## config.mk

```make
export PLATFORM = sky130hd
export DESIGN_NAME = mono_pixel_packer
export DESIGN_NICKNAME = d
export VERILOG_FILES = /design/src/mono_pixel_packer_pkg.sv /design/src/mono_pixel_packer.sv /design/src/pair_byte_mapper.sv
export SDC_FILE = /design/constraint.sdc
export NUM_CORES = 1
export LEC_CHECK = 0
export BUFFER_PORTS_ARGS = -buffer_cell sky130_fd_sc_hd__buf_2
export CAP_MARGIN = 20
export CORE_MARGIN = 4
export CORE_UTILIZATION = 45
export CTS_BUF_LIST = sky130_fd_sc_hd__clkbuf_2
export DETAILED_ROUTE_END_ITERATION = 10
export PLACE_DENSITY = 0.77
export SYNTH_ARGS = -nofsm -noshare
export SYNTH_HDL_FRONTEND = slang
export SYNTH_HIERARCHICAL = 1
export SYNTH_SLANG_ARGS = --single-unit
```

## constraint.sdc

```tcl
create_clock -name clk_i -period 2.3 [get_ports clk_i]
set_input_delay 0.23 -clock clk_i [delete_from_list [all_inputs] [get_ports clk_i]]
set_output_delay 0.23 -clock clk_i [all_outputs]
set_load 0.01 [all_outputs]
```

## src/mono_pixel_packer_pkg.sv

```systemverilog
// Shared types, constants and helpers of the monochrome pixel packer
`default_nettype none
package mono_pixel_packer_pkg;

   localparam int PIX_W = 12;
   localparam int BYTE_W = 8;
   localparam int MAX_BYTES = 4;
   localparam int CNT_W = 3;
   localparam int LUMA_LSB = 4;

   // Bytes produced per accepted pixel, by layout and pair phase
   localparam logic [CNT_W-1:0] CNT_NONE = 3'h0;
   localparam logic [CNT_W-1:0] CNT_MONO8 = 3'h1;
   localparam logic [CNT_W-1:0] CNT_MONO16 = 3'h2;
   localparam logic [CNT_W-1:0] CNT_PACKED12 = 3'h3;
   localparam logic [CNT_W-1:0] CNT_CHROMA = 3'h4;
   localparam logic [CNT_W-1:0] IDX_SECOND = 3'h1;

   localparam logic [BYTE_W-1:0] CHROMA_ZERO = 8'h00;
   localparam logic [BYTE_W-1:0] BYTE_ZERO = 8'h00;
   localparam logic [3:0] NIBBLE_ZERO = 4'h0;
   localparam logic [PIX_W-1:0] PIX_RESET = 12'h000;

   typedef enum logic [1:0] {
      layout_mono8,
      layout_mono16,
      layout_packed12,
      chroma_emulation_layout
   } layout_t;

   localparam layout_t LAYOUT_RESET = layout_mono8;

   typedef struct packed {
      logic first;
      logic last;
      logic [PIX_W-1:0] data;
   } pix_beat_t;

   typedef struct packed {
      logic last;
      logic [BYTE_W-1:0] data;
   } byte_beat_t;

   localparam byte_beat_t BYTE_BEAT_RESET = '{last: 1'b0, data: 8'h00};

   typedef logic [MAX_BYTES-1:0][BYTE_W-1:0] byte_group_t;

   // 8-bit brightness of a 12-bit sample: its upper eight bits
   function automatic logic [BYTE_W-1:0] luma8(input logic [PIX_W-1:0] px);
      luma8 = px[PIX_W-1:LUMA_LSB];
   endfunction

   function automatic logic is_paired(input layout_t lay);
      is_paired = (lay == layout_packed12) || (lay == chroma_emulation_layout);
   endfunction

endpackage
`default_nettype wire

```

## src/mono_pixel_packer.sv

```systemverilog
// Monochrome pixel packer: sample stream in, layout-formatted byte stream out
`default_nettype none
module mono_pixel_packer
   import mono_pixel_packer_pkg::*;
(
   input wire logic clk_i,
   input wire logic reset_i,
   input wire layout_t layout_i,
   input wire logic pix_valid_i,
   input wire pix_beat_t pix_i,
   output logic pix_ready_o,
   output logic byte_valid_o,
   output byte_beat_t byte_o,
   input wire logic byte_ready_i,
   output logic frame_active_o,
   output logic odd_frame_err_o
);

   typedef enum logic {st_accept, st_emit} state_t;

   state_t state;
   layout_t frame_layout;
   logic odd_phase;
   logic [PIX_W-1:0] held_pix;
   byte_group_t pend;
   logic [CNT_W-1:0] idx;
   logic [CNT_W-1:0] cnt;
   logic last_pend;

   wire logic take;
   wire logic send;
   wire layout_t cur_layout;
   wire logic cur_odd;
   wire byte_group_t map_bytes;
   wire logic [CNT_W-1:0] map_count;
   wire logic [CNT_W-1:0] step_idx;
   wire logic final_byte;
   wire logic short_frame;
   wire logic take_accept;
   wire logic group_take;
   wire logic emit_send;
   wire logic group_done;
   wire logic group_step;
   wire logic first_last;
   wire logic step_last;

   state_t next_state;
   logic next_pix_ready;
   logic next_byte_valid;
   logic [CNT_W-1:0] next_idx;
   wire layout_t next_frame_layout;
   wire logic next_odd_phase;
   wire logic [PIX_W-1:0] next_held_pix;
   wire logic next_frame_active;
   wire logic next_odd_err;
   wire byte_group_t next_pend;
   wire logic [CNT_W-1:0] next_cnt;
   wire logic next_last_pend;
   wire logic [BYTE_W-1:0] next_byte_data;
   wire logic next_byte_last;

   // Frame-closing flag: the frame ends and byte pos of n is the final one
   function automatic logic closes_frame(input logic frame_end, input logic [CNT_W-1:0] pos,
      input logic [CNT_W-1:0] n);
      closes_frame = frame_end && (pos == n);
   endfunction

   assign take = pix_valid_i && pix_ready_o;
   assign send = byte_valid_o && byte_ready_i;
   // A frame start picks up the selection live; later pixels keep it
   assign cur_layout = pix_i.first ? layout_i : frame_layout;
   assign cur_odd = pix_i.first ? 1'b0 : odd_phase;
   assign step_idx = CNT_W'(idx + IDX_SECOND);
   assign final_byte = (idx == cnt);
   // Even final pixel in a paired layout cannot complete its group
   assign short_frame = pix_i.last && is_paired(cur_layout) && !cur_odd;

   pair_byte_mapper mapper (
      .layout_i(cur_layout),
      .odd_i(cur_odd),
      .pixel_i(pix_i.data),
      .held_i(held_pix),
      .bytes_o(map_bytes),
      .count_o(map_count)
   );

   // Events: a pixel taken, a group loaded, a byte handed on
   assign take_accept = (state == st_accept) && take;
   assign group_take = take_accept && (map_count != CNT_NONE);
   assign emit_send = (state == st_emit) && send;
   assign group_done = emit_send && final_byte;
   assign group_step = emit_send && !final_byte;
   assign first_last = closes_frame(pix_i.last, IDX_SECOND, map_count);
   assign step_last = closes_frame(last_pend, step_idx, cnt);

   // Frame tracking follows every accepted pixel
   assign next_frame_layout = take_accept ? cur_layout : frame_layout;
   assign next_odd_phase = take_accept ? !cur_odd : odd_phase;
   assign next_held_pix = take_accept ? pix_i.data : held_pix;
   assign next_frame_active = take_accept ? !pix_i.last : frame_active_o;
   // Set beats the frame-start clear
   assign next_odd_err = (take_accept && short_frame) ? 1'b1 :
                         (take_accept && pix_i.first) ? 1'b0 : odd_frame_err_o;

   // Group contents load only with a producing pixel
   assign next_pend = group_take ? map_bytes : pend;
   assign next_cnt = group_take ? map_count : cnt;
   assign next_last_pend = group_take ? pix_i.last : last_pend;
   assign next_byte_data = group_take ? map_bytes[0] :
                           group_step ? pend[idx[1:0]] : byte_o.data;
   assign next_byte_last = group_take ? first_last :
                           group_step ? step_last :
                           group_done ? 1'b0 : byte_o.last;

   // Two states: take pixels, or drain a group
   always_comb begin
      next_state = state;
      case (state)
         st_accept: begin
            if (group_take) begin
               next_state = st_emit;
            end
         end
         st_emit: begin
            if (group_done) begin
               next_state = st_accept;
            end
         end
         default: begin
            next_state = st_accept;
         end
      endcase
   end

   // Stall the source while a group drains
   always_comb begin
      next_pix_ready = pix_ready_o;
      next_byte_valid = byte_valid_o;
      case (state)
         st_accept: begin
            if (group_take) begin
               next_pix_ready = 1'b0;
               next_byte_valid = 1'b1;
            end
         end
         st_emit: begin
            if (group_done) begin
               next_pix_ready = 1'b1;
               next_byte_valid = 1'b0;
            end
         end
         default: begin
            next_pix_ready = 1'b1;
            next_byte_valid = 1'b0;
         end
      endcase
   end

   always_comb begin
      next_idx = idx;
      case (state)
         st_accept: begin
            if (group_take) begin
               next_idx = IDX_SECOND;
            end
         end
         st_emit: begin
            if (group_step) begin
               next_idx = step_idx;
            end
         end
         default: begin
            next_idx = idx;
         end
      endcase
   end

   always_ff @(posedge clk_i) begin
      if (reset_i) begin
         state <= st_accept;
      end else begin
         state <= next_state;
      end
   end

   // Ready out of reset so the first pixel can enter
   always_ff @(posedge clk_i) begin
      if (reset_i) begin
         pix_ready_o <= 1'b1;
      end else begin
         pix_ready_o <= next_pix_ready;
      end
   end

   always_ff @(posedge clk_i) begin
      if (reset_i) begin
         byte_valid_o <= 1'b0;
      end else begin
         byte_valid_o <= next_byte_valid;
      end
   end

   // Layout held for the rest of the frame
   always_ff @(posedge clk_i) begin
      if (reset_i) begin
         frame_layout <= LAYOUT_RESET;
      end else begin
         frame_layout <= next_frame_layout;
      end
   end

   always_ff @(posedge clk_i) begin
      if (reset_i) begin
         odd_phase <= 1'b0;
      end else begin
         odd_phase <= next_odd_phase;
      end
   end

   // Even pixel waits here for its partner
   always_ff @(posedge clk_i) begin
      if (reset_i) begin
         held_pix <= PIX_RESET;
      end else begin
         held_pix <= next_held_pix;
      end
   end

   always_ff @(posedge clk_i) begin
      if (reset_i) begin
         frame_active_o <= 1'b0;
      end else begin
         frame_active_o <= next_frame_active;
      end
   end

   // Sticky until the next frame start
   always_ff @(posedge clk_i) begin
      if (reset_i) begin
         odd_frame_err_o <= 1'b0;
      end else begin
         odd_frame_err_o <= next_odd_err;
      end
   end

   always_ff @(posedge clk_i) begin
      if (reset_i) begin
         pend <= '0;
      end else begin
         pend <= next_pend;
      end
   end

   // Position of the next byte to present
   always_ff @(posedge clk_i) begin
      if (reset_i) begin
         idx <= CNT_NONE;
      end else begin
         idx <= next_idx;
      end
   end

   always_ff @(posedge clk_i) begin
      if (reset_i) begin
         cnt <= CNT_NONE;
      end else begin
         cnt <= next_cnt;
      end
   end

   always_ff @(posedge clk_i) begin
      if (reset_i) begin
         last_pend <= 1'b0;
      end else begin
         last_pend <= next_last_pend;
      end
   end

   // Byte output stays put while the host stalls
   always_ff @(posedge clk_i) begin
      if (reset_i) begin
         byte_o <= BYTE_BEAT_RESET;
      end else begin
         byte_o <= '{last: next_byte_last, data: next_byte_data};
      end
   end

endmodule
`default_nettype wire

```

## src/pair_byte_mapper.sv

```systemverilog
// Byte group of one pixel or one pixel pair, per output layout
`default_nettype none
module pair_byte_mapper
   import mono_pixel_packer_pkg::*;
(
   input wire layout_t layout_i,
   input wire logic odd_i,
   input wire logic [PIX_W-1:0] pixel_i,
   input wire logic [PIX_W-1:0] held_i,
   output byte_group_t bytes_o,
   output logic [CNT_W-1:0] count_o
);

   wire logic [BYTE_W-1:0] y_cur;
   wire logic [BYTE_W-1:0] y_held;
   wire byte_group_t grp_mono8;
   wire byte_group_t grp_mono16;
   wire byte_group_t grp_packed12;
   wire byte_group_t grp_chroma;

   assign y_cur = luma8(pixel_i);
   assign y_held = luma8(held_i);

   // Group element 0 goes out first
   assign grp_mono8 = {BYTE_ZERO, BYTE_ZERO, BYTE_ZERO, y_cur};
   assign grp_mono16 = {BYTE_ZERO, BYTE_ZERO, NIBBLE_ZERO, pixel_i[11:8], pixel_i[7:0]};
   assign grp_packed12 = {BYTE_ZERO, pixel_i[11:4], pixel_i[3:0], held_i[3:0], held_i[11:4]};
   assign grp_chroma = {y_cur, CHROMA_ZERO, y_held, CHROMA_ZERO};

   assign bytes_o = (layout_i == layout_mono8) ? grp_mono8 :
                    (layout_i == layout_mono16) ? grp_mono16 :
                    (layout_i == layout_packed12) ? grp_packed12 : grp_chroma;

   // Even pixel of a pair is only held
   assign count_o = (layout_i == layout_mono8) ? CNT_MONO8 :
                    (layout_i == layout_mono16) ? CNT_MONO16 :
                    !odd_i ? CNT_NONE :
                    (layout_i == layout_packed12) ? CNT_PACKED12 : CNT_CHROMA;

endmodule
`default_nettype wire
```

Yosys cells after proc, flatten, opt, wreduce, memory -nomap -nowiden
Index checks and enable logic that the tools add are counted.
{"block": "classes", "add_sub_neg": 1, "mux": 29, "reduce_logical": 24, "n_eq_ne": 9, "order_cmp": 1, "bitwise_logic": 1}
{"operator": "$mux W32", "n": 3}
{"operator": "$mux W8", "n": 3}
{"operator": "$mux W3", "n": 6}
{"operator": "$bmux W8 S2", "n": 1}
{"operator": "$logic_and A1 B1 Y1", "n": 13}
{"operator": "$mux W1", "n": 11}
{"operator": "$eq A3 B3 Y1", "n": 2}
{"operator": "$pmux W1 S2", "n": 3}
{"operator": "$pmux W3 S2", "n": 1}
{"operator": "$reduce_bool A3 Y1", "n": 2}
{"operator": "$eq A2 B2 Y1 const B", "n": 2}
{"operator": "$ne A2 B1 Y1 const B", "n": 2}
{"operator": "$reduce_and A2 Y1", "n": 2}
{"operator": "$reduce_bool A2 Y1", "n": 2}
{"operator": "$add A3 B1 Y3 const B", "n": 1}
{"operator": "$eq A1 B3 Y1 const A", "n": 1}
{"operator": "$logic_not A1 Y1", "n": 3}
{"operator": "$lt A2 B3 Y1 const B", "n": 1}
{"operator": "$eq A2 B1 Y1 const B", "n": 1}
{"operator": "$logic_not A2 Y1", "n": 1}
{"operator": "$mux W2", "n": 1}
{"operator": "$ne A2 B2 Y1 const B", "n": 1}
{"operator": "$logic_or A1 B1 Y1", "n": 1}
{"operator": "$not A1 Y1", "n": 1}
{"block": "totals", "wordCells": 82, "in_bits": 20, "reg_bits": 68, "out_inout_bits": 13}

Depth between registers and ports, before layout
Gate-level depths: netlist (run 1).
{"block": "logic_depth", "word_depth": 10, "depth_mapped": 10, "ltp_nobuf": 7}

By module
Netlist (run 1), hierarchy kept.
{"mod": "mono_pixel_packer", "cells_per_inst": 322, "n_inst": 1, "seq_area_each_um2": 1361.3, "area_per_inst_um2": 2810.2}
{"mod": "pair_byte_mapper", "cells_per_inst": 62, "n_inst": 1, "seq_area_each_um2": 0.0, "area_per_inst_um2": 491.7}

Worst setup path before layout (run 1)
Ideal clock, no wire load.
{"block": "synth_path", "path_type": "input to register", "startpoint": "input pix_i[13] in the netlist's numbering", "endpoint": "register byte_o[0] in the netlist's numbering", "path_stages": 10, "t_required_ps": 2166, "setup_slack_ps": 101, "n_path_buf": 3, "setup_ps": 134, "t_arrival_ps": 2065, "cell_sequence": "mux2_2 > buf_4 > and2b_4 > a21o_1 > or3_4 > and2_4 > buf_6 > buf_6 > nor3_1 > a211oi_1"}
{"block": "synth_between", "elab_chain_len": 9, "elab_cells_between_ends": 16, "cone_classes": "2 x eq/ne; 10 x mux; 4 x reduce/logical"}
{"item": "from (decl)", "line": "mono_pixel_packer.sv:10", "rtl": "input wire pix_beat_t pix_i,"}
{"item": "$mux W2", "line": "mono_pixel_packer.sv:71", "rtl": "assign cur_layout = pix_i.first ? layout_i : frame_layout;"}
{"item": "$eq A2 B2 Y1", "line": "pair_byte_mapper.sv:38", "rtl": "(layout_i == layout_packed12) ? CNT_PACKED12 : CNT_CHROMA;"}
{"item": "$mux W3", "line": "pair_byte_mapper.sv:38"}
{"item": "$mux W3", "line": "pair_byte_mapper.sv:37", "rtl": "!odd_i ? CNT_NONE :"}
{"item": "$mux W3", "line": "pair_byte_mapper.sv:36", "rtl": "(layout_i == layout_mono16) ? CNT_MONO16 :"}
{"item": "$mux W3 *", "line": "pair_byte_mapper.sv:35", "rtl": "assign count_o = (layout_i == layout_mono8) ? CNT_MONO8 :"}
{"item": "via map_count[1]", "line": "mono_pixel_packer.sv:35", "rtl": "wire logic [CNT_W-1:0] map_count;"}
{"item": "$reduce_bool A3 Y1 *", "line": "mono_pixel_packer.sv:89", "rtl": "assign group_take = take_accept && (map_count != CNT_NONE);"}
{"item": "$logic_and A1 B1 Y1 *", "line": "mono_pixel_packer.sv:89"}
{"item": "$mux W8 / $reduce_bool A2 Y1 (equally long branches)"}
{"item": "to (signal assigned)", "line": "mono_pixel_packer.sv:284", "rtl": "byte_o <= '{last: next_byte_last, data: next_byte_data};"}
{"item": "to (decl)", "line": "mono_pixel_packer.sv:13", "rtl": "output byte_beat_t byte_o,"}
Mark *: on every way through the listed nets, which the timed path passes. The rest lies on a longest branch.
A chain may end at the register's enable or synchronous reset.

Worst setup path in the final report (run 1)
{"block": "layout_path", "startpoint": "register frame_layout[0]", "endpoint": "register pend[13] in the netlist's numbering"}
{"block": "layout_between", "elab_chain_len": 8, "elab_cells_between_ends": 13, "cone_classes": "2 x eq/ne; 8 x mux; 3 x reduce/logical"}
{"item": "from (decl)", "line": "mono_pixel_packer.sv:22", "rtl": "layout_t frame_layout;"}
{"item": "from (signal assigned)", "line": "mono_pixel_packer.sv:208", "rtl": "frame_layout <= next_frame_layout;"}
{"item": "$mux W2 *", "line": "mono_pixel_packer.sv:71"}
{"item": "via cur_layout[0]", "line": "mono_pixel_packer.sv:32", "rtl": "wire layout_t cur_layout;"}
{"item": "$eq A2 B2 Y1", "line": "pair_byte_mapper.sv:38"}
{"item": "$mux W3", "line": "pair_byte_mapper.sv:38"}
{"item": "$mux W3", "line": "pair_byte_mapper.sv:37"}
{"item": "$mux W3", "line": "pair_byte_mapper.sv:36"}
{"item": "$mux W3 *", "line": "pair_byte_mapper.sv:35"}
{"item": "via map_count[0]", "line": "mono_pixel_packer.sv:35"}
{"item": "$reduce_bool A3 Y1 *", "line": "mono_pixel_packer.sv:89"}
{"item": "$logic_and A1 B1 Y1 *", "line": "mono_pixel_packer.sv:89"}
{"item": "to (signal assigned)", "line": "mono_pixel_packer.sv:250", "rtl": "pend <= next_pend;"}
{"item": "to (decl)", "line": "mono_pixel_packer.sv:25", "rtl": "byte_group_t pend;"}
Marks and branches as above.

==> impl_metrics.prom, run 1 <==
# TYPE chip_impl_metric gauge
chip_impl_info{name="worst_hold_path_type",value="in2reg"} 1
chip_impl_metric{name="final.setup_skew",unit="ns"} 0.02028
chip_impl_metric{name="slew_headroom",unit="%"} 58.30
chip_impl_metric{name="routed_wire_length_per_instance",unit="um"} 14.00
chip_impl_metric{name="preCtsSetupSlack",unit="ns"} 0.04185
chip_impl_metric{name="period_needed",unit="ns"} 2.177
chip_impl_info{name="worstSetupPathType",value="reg2reg"} 1
chip_impl_metric{name="route.final.wire_length",unit="um"} 7350
chip_impl_metric{name="share_of_final_layout_standard_cells_stronger_than_drive_strength_1",unit="%"} 19.81
chip_impl_metric{name="worst-r2r-setup-slack",unit="ns"} 0.12
chip_impl_metric{name="worst_ep_arrival_time",unit="ns"} 2.61
chip_impl_info{name="reg2reg_to",value="pend[13]$_SDFFE_PP0P_"} 1
chip_impl_metric{name="viasPerCell",unit=""} 5.305
chip_impl_metric{name="max_clock_freq",unit="MHz"} 459.3
chip_impl_metric{name="count_of_unresolved_drc_violations_after_routing",unit=""} 0
chip_impl_metric{name="worst_ir_drop_vdd",unit="mV"} 0.3094
chip_impl_metric{name="r2r.worst_path.cells",unit=""} 8
chip_impl_metric{name="htree_num_levels",unit=""} 3
chip_impl_metric{name="syn-cell-area",unit="um2"} 3302
chip_impl_info{name="setup.worst_path.end_class",value="register"} 1
chip_impl_metric{name="cts_inserted_buffers",unit=""} 9
chip_impl_metric{name="timing_hold_violations_final",unit=""} 0
chip_impl_metric{name="placeableCoreArea",unit="um2"} 6944
chip_impl_metric{name="post_syn_instances",unit=""} 384
chip_impl_metric{name="clock-sinks",unit=""} 68
chip_impl_metric{name="worst-path-max-fanout",unit=""} 24
chip_impl_metric{name="first_iter_violations",unit=""} 169
chip_impl_metric{name="yosysUniqueCellTypes",unit=""} 45
chip_impl_metric{name="weighted_congestion_reported_at_the_end_of_routability_driven_placement",unit=""} 0.8242
chip_impl_metric{name="drv_slew",unit=""} 0
chip_impl_metric{name="globalRouteOverflowTotal",unit=""} 0
chip_impl_metric{name="worstHoldPathCells",unit=""} 2
chip_impl_metric{name="path_clk_slew",unit="ns"} 0.19
chip_impl_info{name="worstHoldStart",value="reset_i"} 1
chip_impl_metric{name="maxCapViolations",unit=""} 0
chip_impl_metric{name="io_buffer_count",unit=""} 32
chip_impl_metric{name="cts_max_path_buffers",unit=""} 2
chip_impl_metric{name="antenna_found_initial",unit=""} 0
chip_impl_metric{name="finalSetupViolCount",unit=""} 0
chip_impl_info{name="tritoncts",value="yes"} 1
chip_impl_metric{name="ys_warn_count",unit=""} 6
chip_impl_info{name="most-common-layout-cells",value="nand2_1, dfxtp_1, a21oi_1, buf_2"} 1
chip_impl_metric{name="rows",unit=""} 30
chip_impl_metric{name="layout.nets",unit=""} 445
chip_impl_metric{name="nFillCells",unit=""} 625
chip_impl_metric{name="dr_total_vias",unit=""} 2785
chip_impl_metric{name="postLayoutSetupSlackWorst",unit="ns"} 0.1227
chip_impl_metric{name="grt_max_degree",unit=""} 26
chip_impl_metric{name="yosysSeqAreaShare",unit="%"} 41.23
chip_impl_info{name="rr_startpoint",value="frame_layout[0]$_SDFFE_PP0P_"} 1
chip_impl_metric{name="initial_core_util",unit="%"} 47.55
chip_impl_metric{name="detail-route-antenna-nets",unit=""} 0
chip_impl_metric{name="synth.avg_cell_area",unit="um2"} 8.599
chip_impl_metric{name="setup_tns",unit="ns"} 0
chip_impl_metric{name="first_global_vias",unit=""} 2498
chip_impl_metric{name="postCtsSetupRepairBufs",unit=""} 0
chip_impl_metric{name="tightest_slew",unit="ns"} 0.6236
chip_impl_metric{name="die_w",unit="um"} 93.66
chip_impl_metric{name="grt_pass1_wl",unit="um"} 12360
chip_impl_metric{name="dieHeight",unit="um"} 93.66
chip_impl_metric{name="net_count_synth",unit=""} 405
chip_impl_info{name="crit_path_start_kind",value="register"} 1
chip_impl_metric{name="pin_count",unit=""} 33
chip_impl_metric{name="antennaDiodeCount",unit=""} 0
chip_impl_metric{name="grtUsageTotal",unit="%"} 17.73
chip_impl_info{name="min_delay_worst_endpoint",value="frame_active_o$_SDFFE_PP0P_"} 1
chip_impl_metric{name="final_cycle_utilization_of_the_critical_path",unit="%"} 94.66
chip_impl_metric{name="area_growth_syn_to_layout",unit="%"} 15.84
chip_impl_metric{name="dp_hpwl",unit="um"} 5102
chip_impl_info{name="status",value="complete, no violations"} 1
chip_impl_metric{name="worst_skew_pair.late_latency",unit="ns"} 0.50
chip_impl_metric{name="drt_pre_antenna_iters",unit=""} 4
chip_impl_metric{name="power_leakage",unit="nW"} 1.451
chip_impl_metric{name="timing.critical_path.required",unit="ns"} 2.73
chip_impl_metric{name="ys_ff_latch",unit=""} 68
chip_impl_info{name="mostFrequentLayoutCell",value="nand2_1"} 1
chip_impl_metric{name="dieArea",unit="um2"} 8772
chip_impl_info{name="cts_root_buffer",value="clkbuf_2"} 1
chip_impl_info{name="unrepaired_setup_endpoints_after_global_routing",value="false"} 1
chip_impl_metric{name="power.density_cell_area",unit="nW/um2"} 735.0
## metal layers
layer	GRT usage, %	share of wire (%)	wire length, um	vias up
li1	-	-	-	1416
met1	24.64	49	3586	1288
met2	26.27	45	3281	69
met3	4.247	5.0	365	12
met4	7.461	1.6	116	0
met5	0	0	0	-
## sequential cells by signal (all words and copies together), names as in the netlist
signal and cells:
state 1, pix_ready_o 1, frame_layout 2, last_pend 1
byte_valid_o 1, odd_frame_err_o 1, byte_o 9, idx 3
pend 32, held_pix 12, cnt 3, frame_active_o 1
odd_phase 1
## cell type report
type	instances	area (um2)	share of cell area [%]
Inverter	1	3.754	0.09814
Clock buffer	11	55.05	1.439
Multi-Input combinational cell	284	1754	45.86
Sequential cell	68	1361	35.59
Timing Repair Buffer	60	430.4	11.25
Tap cell	96	120.1	3.140
Clock inverter	5	100.1	2.617
## how the worst max path moves through the flow
stage	startpoint	slack, ns	end	depth (start not counted)
finish	frame_layout[0]$_SDFFE_PP0P_	0.12	pend[13]$_SDFFE_PP0P_	8
global route	frame_layout[0]$_SDFFE_PP0P_	0.002	pend[10]$_SDFFE_PP0P_	8
CTS	frame_layout[1]$_SDFFE_PP0P_	0.08	idx[2]$_SDFFE_PP0P_	8
detailed placement	pix_i[13]	0.04	pend[10]$_SDFFE_PP0P_	9
global placement	pix_i[13]	0.1	idx[2]$_SDFFE_PP0P_	9
floorplan	pix_i[13]	0.10	byte_o[0]$_SDFFE_PP0P_	10
## cell usage after synthesis, drive strengths merged
library cell | n | area, um2
o31ai | 1 | 12.51
nand3 | 5 | 25.02
nor2b | 6 | 37.54
nor2 | 8 | 30.03
xnor2 | 5 | 58.81
and3b | 1 | 8.760
a31o | 1 | 8.760
and2b | 2 | 17.52
and2 | 9 | 58.81
mux2 | 5 | 60.05
nand4b | 1 | 8.760
mux4 | 8 | 180.2
nor3 | 10 | 50.05
and3 | 9 | 56.30
or3b | 1 | 8.760
o21bai | 1 | 7.510
o2bb2ai | 8 | 70.07
o21ai | 9 | 45.04
o41a | 1 | 11.26
a22oi | 1 | 7.510
a21oi | 54 | 270.3
nor4b | 1 | 8.760
or3 | 1 | 11.26
a22o | 3 | 26.28
nand3b | 3 | 22.52
a21o | 1 | 7.510
dfxtp | 68 | 1361
nand2 | 102 | 387.9
a31oi | 2 | 18.77
clkbuf | 11 | 41.29
inv | 1 | 3.750
ha | 1 | 12.51
mux2i | 14 | 140.1
a211oi | 10 | 80.07
buf | 20 | 146.4
## stage by stage
stage	total power [mW]	hold WS, ns	std cells	instance area [um2]	util, %
after floorplan	1.766	0.3660	384	3302	-
after global placement	1.894	0.4368	495	3525	50.76
after detailed placement	1.910	0.4420	495	3525	50.76
after CTS	2.820	0.09092	525	3820	55.01
after global routing	2.954	0.09950	525	3825	55.08
final	2.811	0.1271	525	3825	55.08
## timing repair
| action | 4_1_cts | 5_1_grt |
|---|---|---|
| resized for setup | 0 | 1 |
| hold endpoints to repair | 14 | 0 |
| hold buffers | 14 | 0 |
| setup endpoints to repair | 0 | 3 |
## report_power, final
group / internal [mW] / switching, mW
clock network: 0.475 / 0.425
logic: 0.259 / 0.339
registers: 1.26 / 0.0500
## logic make-up (layout without fill, tap and decap cells)
| group | Yosys count | count (layout) | share of synthesized area, % |
|---|---|---|---|
| xor gates and xnor gates | 5 | 5 | 1.781 |
| AOI/OAI and AO/OA | 92 | 92 | 17.13 |
| adders and majority gates | 1 | 1 | 0.3789 |
| muxes | 27 | 27 | 11.52 |
| and+or+nand+nor | 159 | 159 | 22.17 |
| buffers and inverters | 32 | 77 | 5.797 |
| DFF | 68 | 68 | 41.23 |
## worst max-delay path: stages (launching register included)
cell     delay [ns]
dfxtp_1        0.35
mux2_2         0.29
buf_4          0.23
a21oi_1        0.26
or3_4          0.20
and2_4         0.33
buf_12         0.20
nand2_1        0.09
a21oi_1        0.15
Note: power is estimated with default switching activity, not from simulation.
==> run 2: changes to the inputs <==
--- a/config.mk
+++ b/config.mk
@@ -7,7 +7,6 @@
 export LEC_CHECK = 0
 export BUFFER_PORTS_ARGS = -buffer_cell sky130_fd_sc_hd__buf_2
 export CAP_MARGIN = 20
-export CORE_MARGIN = 4
 export CORE_UTILIZATION = 45
 export CTS_BUF_LIST = sky130_fd_sc_hd__clkbuf_2
 export DETAILED_ROUTE_END_ITERATION = 10
==> constraint.sdc (replaced) <==
create_clock -name clk_i -period 2.3 [get_ports clk_i]
set_input_delay 0.46 -clock clk_i [delete_from_list [all_inputs] [get_ports clk_i]]
set_output_delay 0.46 -clock clk_i [all_outputs]
set_load 0.01 [all_outputs]
==> run 2 against run 1 <==
Compared with the run above:
- sequential share of layout area is 1.5 points higher
- critical path type unchanged
- clock power is 38% lower
- worst setup slack better by 0.095 ns
- sequential power hardly changed
- final area is 4.0% lower
- die area is 12% lower
- flip-flop and latch count stayed put
- largest cell class unchanged
- non-clock buffer count is 10 lower
- global-route usage is 2.5 points higher
- routed wire length is 4.3% lower
==> impl_metrics.prom, run 2 (synthesis results as in run 1) <==
# TYPE chip_impl_metric gauge
chip_impl_metric{name="tightest_slew",unit="ns"} 0.6397
chip_impl_metric{name="antenna_found_initial",unit=""} 0
chip_impl_metric{name="pin_count",unit=""} 33
chip_impl_metric{name="power_leakage",unit="nW"} 1.383
chip_impl_metric{name="final.setup_skew",unit="ns"} 0.01775
chip_impl_metric{name="preCtsSetupSlack",unit="ns"} -0.1008
chip_impl_metric{name="slew_headroom",unit="%"} 57.22
chip_impl_metric{name="postLayoutSetupSlackWorst",unit="ns"} 0.2178
chip_impl_metric{name="first_iter_violations",unit=""} 183
chip_impl_metric{name="globalRouteOverflowTotal",unit=""} 0
chip_impl_metric{name="grtUsageTotal",unit="%"} 20.21
chip_impl_metric{name="worst_ir_drop_vdd",unit="mV"} 0.2937
chip_impl_metric{name="initial_core_util",unit="%"} 47.55
chip_impl_info{name="worst_hold_path_type",value="in2reg"} 1
chip_impl_metric{name="worst_skew_pair.late_latency",unit="ns"} 0.49
chip_impl_info{name="worstSetupPathType",value="reg2reg"} 1
chip_impl_metric{name="final_cycle_utilization_of_the_critical_path",unit="%"} 90.53
chip_impl_metric{name="cts.repair.resized",unit=""} 0
chip_impl_metric{name="worst-path-max-fanout",unit=""} 23
chip_impl_metric{name="timing.critical_path.required",unit="ns"} 2.72
chip_impl_metric{name="drt_pre_antenna_iters",unit=""} 4
chip_impl_metric{name="grt_max_degree",unit=""} 45
chip_impl_metric{name="layout.nets",unit=""} 435
chip_impl_metric{name="routed_wire_length_per_instance",unit="um"} 13.66
chip_impl_metric{name="worstHoldPathCells",unit=""} 3
chip_impl_metric{name="area_growth_syn_to_layout",unit="%"} 11.22
chip_impl_metric{name="detail-route-antenna-nets",unit=""} 0
chip_impl_metric{name="die_w",unit="um"} 87.66
chip_impl_metric{name="timing_hold_violations_final",unit=""} 0
chip_impl_metric{name="worst_ep_arrival_time",unit="ns"} 2.50
chip_impl_metric{name="placeableCoreArea",unit="um2"} 6944
chip_impl_metric{name="rows",unit=""} 30
chip_impl_metric{name="utilization",unit="%"} 52.88
chip_impl_metric{name="clock-sinks",unit=""} 68
chip_impl_metric{name="finalSetupViolCount",unit=""} 0
chip_impl_info{name="mostFrequentLayoutCell",value="nand2_1"} 1
chip_impl_metric{name="grt_pass1_wl",unit="um"} 12020
chip_impl_info{name="reg.largest.list",value="pend x32, held_pix x12, byte_o x9"} 1
chip_impl_metric{name="route.final.wire_length",unit="um"} 7034
chip_impl_info{name="cts_root_buffer",value="clkbuf_2"} 1
chip_impl_metric{name="drv_slew",unit=""} 0
chip_impl_metric{name="placement.cell_area",unit="um2"} 3591
chip_impl_info{name="setup.worst_path.end_class",value="register"} 1
chip_impl_info{name="rr_startpoint",value="frame_layout[0]$_SDFFE_PP0P_"} 1
chip_impl_metric{name="maxCapViolations",unit=""} 0
chip_impl_metric{name="postCtsSetupRepairBufs",unit=""} 0
chip_impl_metric{name="first_global_vias",unit=""} 2518
chip_impl_metric{name="setup_tns",unit="ns"} 0
chip_impl_metric{name="max_clock_freq",unit="MHz"} 480.3
chip_impl_info{name="top_register",value="pend"} 1
chip_impl_metric{name="viasPerCell",unit=""} 5.278
chip_impl_info{name="worstHoldStart",value="pix_i[1]"} 1
chip_impl_info{name="unrepaired_setup_endpoints_after_global_routing",value="false"} 1
chip_impl_info{name="reg2reg_to",value="pend[18]$_SDFFE_PP0P_"} 1
chip_impl_metric{name="nFillCells",unit=""} 665
chip_impl_metric{name="hold-worst-slack",unit="ns"} 0.2194
chip_impl_metric{name="dr_total_vias",unit=""} 2718
chip_impl_info{name="min_delay_worst_endpoint",value="held_pix[1]$_SDFFE_PP0P_"} 1
chip_impl_metric{name="placed_cells",unit=""} 499
chip_impl_metric{name="path_clk_slew",unit="ns"} 0.17
chip_impl_metric{name="cts_hold_repair.buffers",unit=""} 0
chip_impl_metric{name="share_of_final_layout_standard_cells_stronger_than_drive_strength_1",unit="%"} 21.96
chip_impl_info{name="status",value="complete, no violations"} 1
chip_impl_metric{name="io_buffer_count",unit=""} 32
chip_impl_metric{name="count_of_unresolved_drc_violations_after_routing",unit=""} 0
chip_impl_metric{name="antennaDiodeCount",unit=""} 0
chip_impl_metric{name="htree_num_levels",unit=""} 3
chip_impl_metric{name="stdcell_count",unit=""} 515
chip_impl_metric{name="dp_hpwl",unit="um"} 5092
chip_impl_metric{name="worst-r2r-setup-slack",unit="ns"} 0.22
chip_impl_info{name="tritoncts",value="yes"} 1
chip_impl_metric{name="power.total",unit="mW"} 2.462
chip_impl_info{name="crit_path_start_kind",value="register"} 1
chip_impl_metric{name="largest_reg_flops",unit=""} 32
chip_impl_metric{name="cts_inserted_buffers",unit=""} 9
chip_impl_metric{name="cts_max_path_buffers",unit=""} 2
chip_impl_metric{name="dieHeight",unit="um"} 87.66
chip_impl_metric{name="weighted_congestion_reported_at_the_end_of_routability_driven_placement",unit=""} 0.7549
chip_impl_metric{name="period_needed",unit="ns"} 2.082
chip_impl_metric{name="power.density_cell_area",unit="nW/um2"} 670.4
chip_impl_metric{name="postLayoutCellArea",unit="um2"} 3672
chip_impl_metric{name="r2r.worst_path.cells",unit=""} 8
chip_impl_metric{name="dieArea",unit="um2"} 7684
chip_impl_info{name="most-common-layout-cells",value="nand2_1, dfxtp_1, a21oi_1, buf_2, buf_4"} 1
==> run 2: changes by cell type in the layout (fill, tap and decap cells not counted), sizes merged <==
cell / previous run / this run
clkinv: 2 / 5
buf: 46 / 50
bufinv: 3 / 0
dlygate4sd3: 14 / 0
clkinvlp: 0 / 1
clkbuf: 11 / 10
==> run 2: worst max-delay path, cell delays in order (launching register included) <==
cell and delay (ns):
dfxtp_1 0.35, mux2_4 0.29, and2b_1 0.19, a21o_1 0.17
or3_4 0.34, nand2_2 0.25, buf_12 0.20, nand2_1 0.07
a21oi_1 0.16
==> run 2: layout make-up <==
type,count,area [um2],area share [%]
Inverter,1,3.754,0.1022
Tap cell,96,120.1,3.271
Timing Repair Buffer,50,332.8,9.063
Clock buffer,10,50.05,1.363
Clock inverter,6,31.28,0.8518
Sequential cell,68,1361,37.07
Multi-Input combinational cell,284,1773,48.28
==> run 2: worst max-delay path by stage <==
stage	startpoint	end	slack [ns]	depth (start not counted)
2_1_floorplan	pix_i[13]	byte_valid_o$_SDFFE_PP0P_	0.005	10
3_3_place_gp	pix_i[13]	byte_o[6]$_SDFFE_PP0P_	-0.01	8
3_5_place_dp	pix_i[13]	pend[22]$_SDFFE_PP0P_	-0.10	9
4_1_cts	frame_layout[0]$_SDFFE_PP0P_	pend[22]$_SDFFE_PP0P_	0.21	8
5_1_grt	frame_layout[0]$_SDFFE_PP0P_	byte_o[1]$_SDFFE_PP0P_	0.08	7
6_report	frame_layout[0]$_SDFFE_PP0P_	pend[18]$_SDFFE_PP0P_	0.22	8
==> run 2: layer usage <==
layer | part of all wire (%) | global-route usage, %
met4 | 1.4 | 9.836
met1 | 48 | 26.72
met2 | 45 | 31.89
met3 | 4.8 | 3.770
met5 | 0 | 0
==> run 2: power breakdown <==
part,switching [mW],internal (mW)
registers,0.0524,1.26
logic,0.334,0.259
clock network,0.418,0.136
total,0.805,1.66
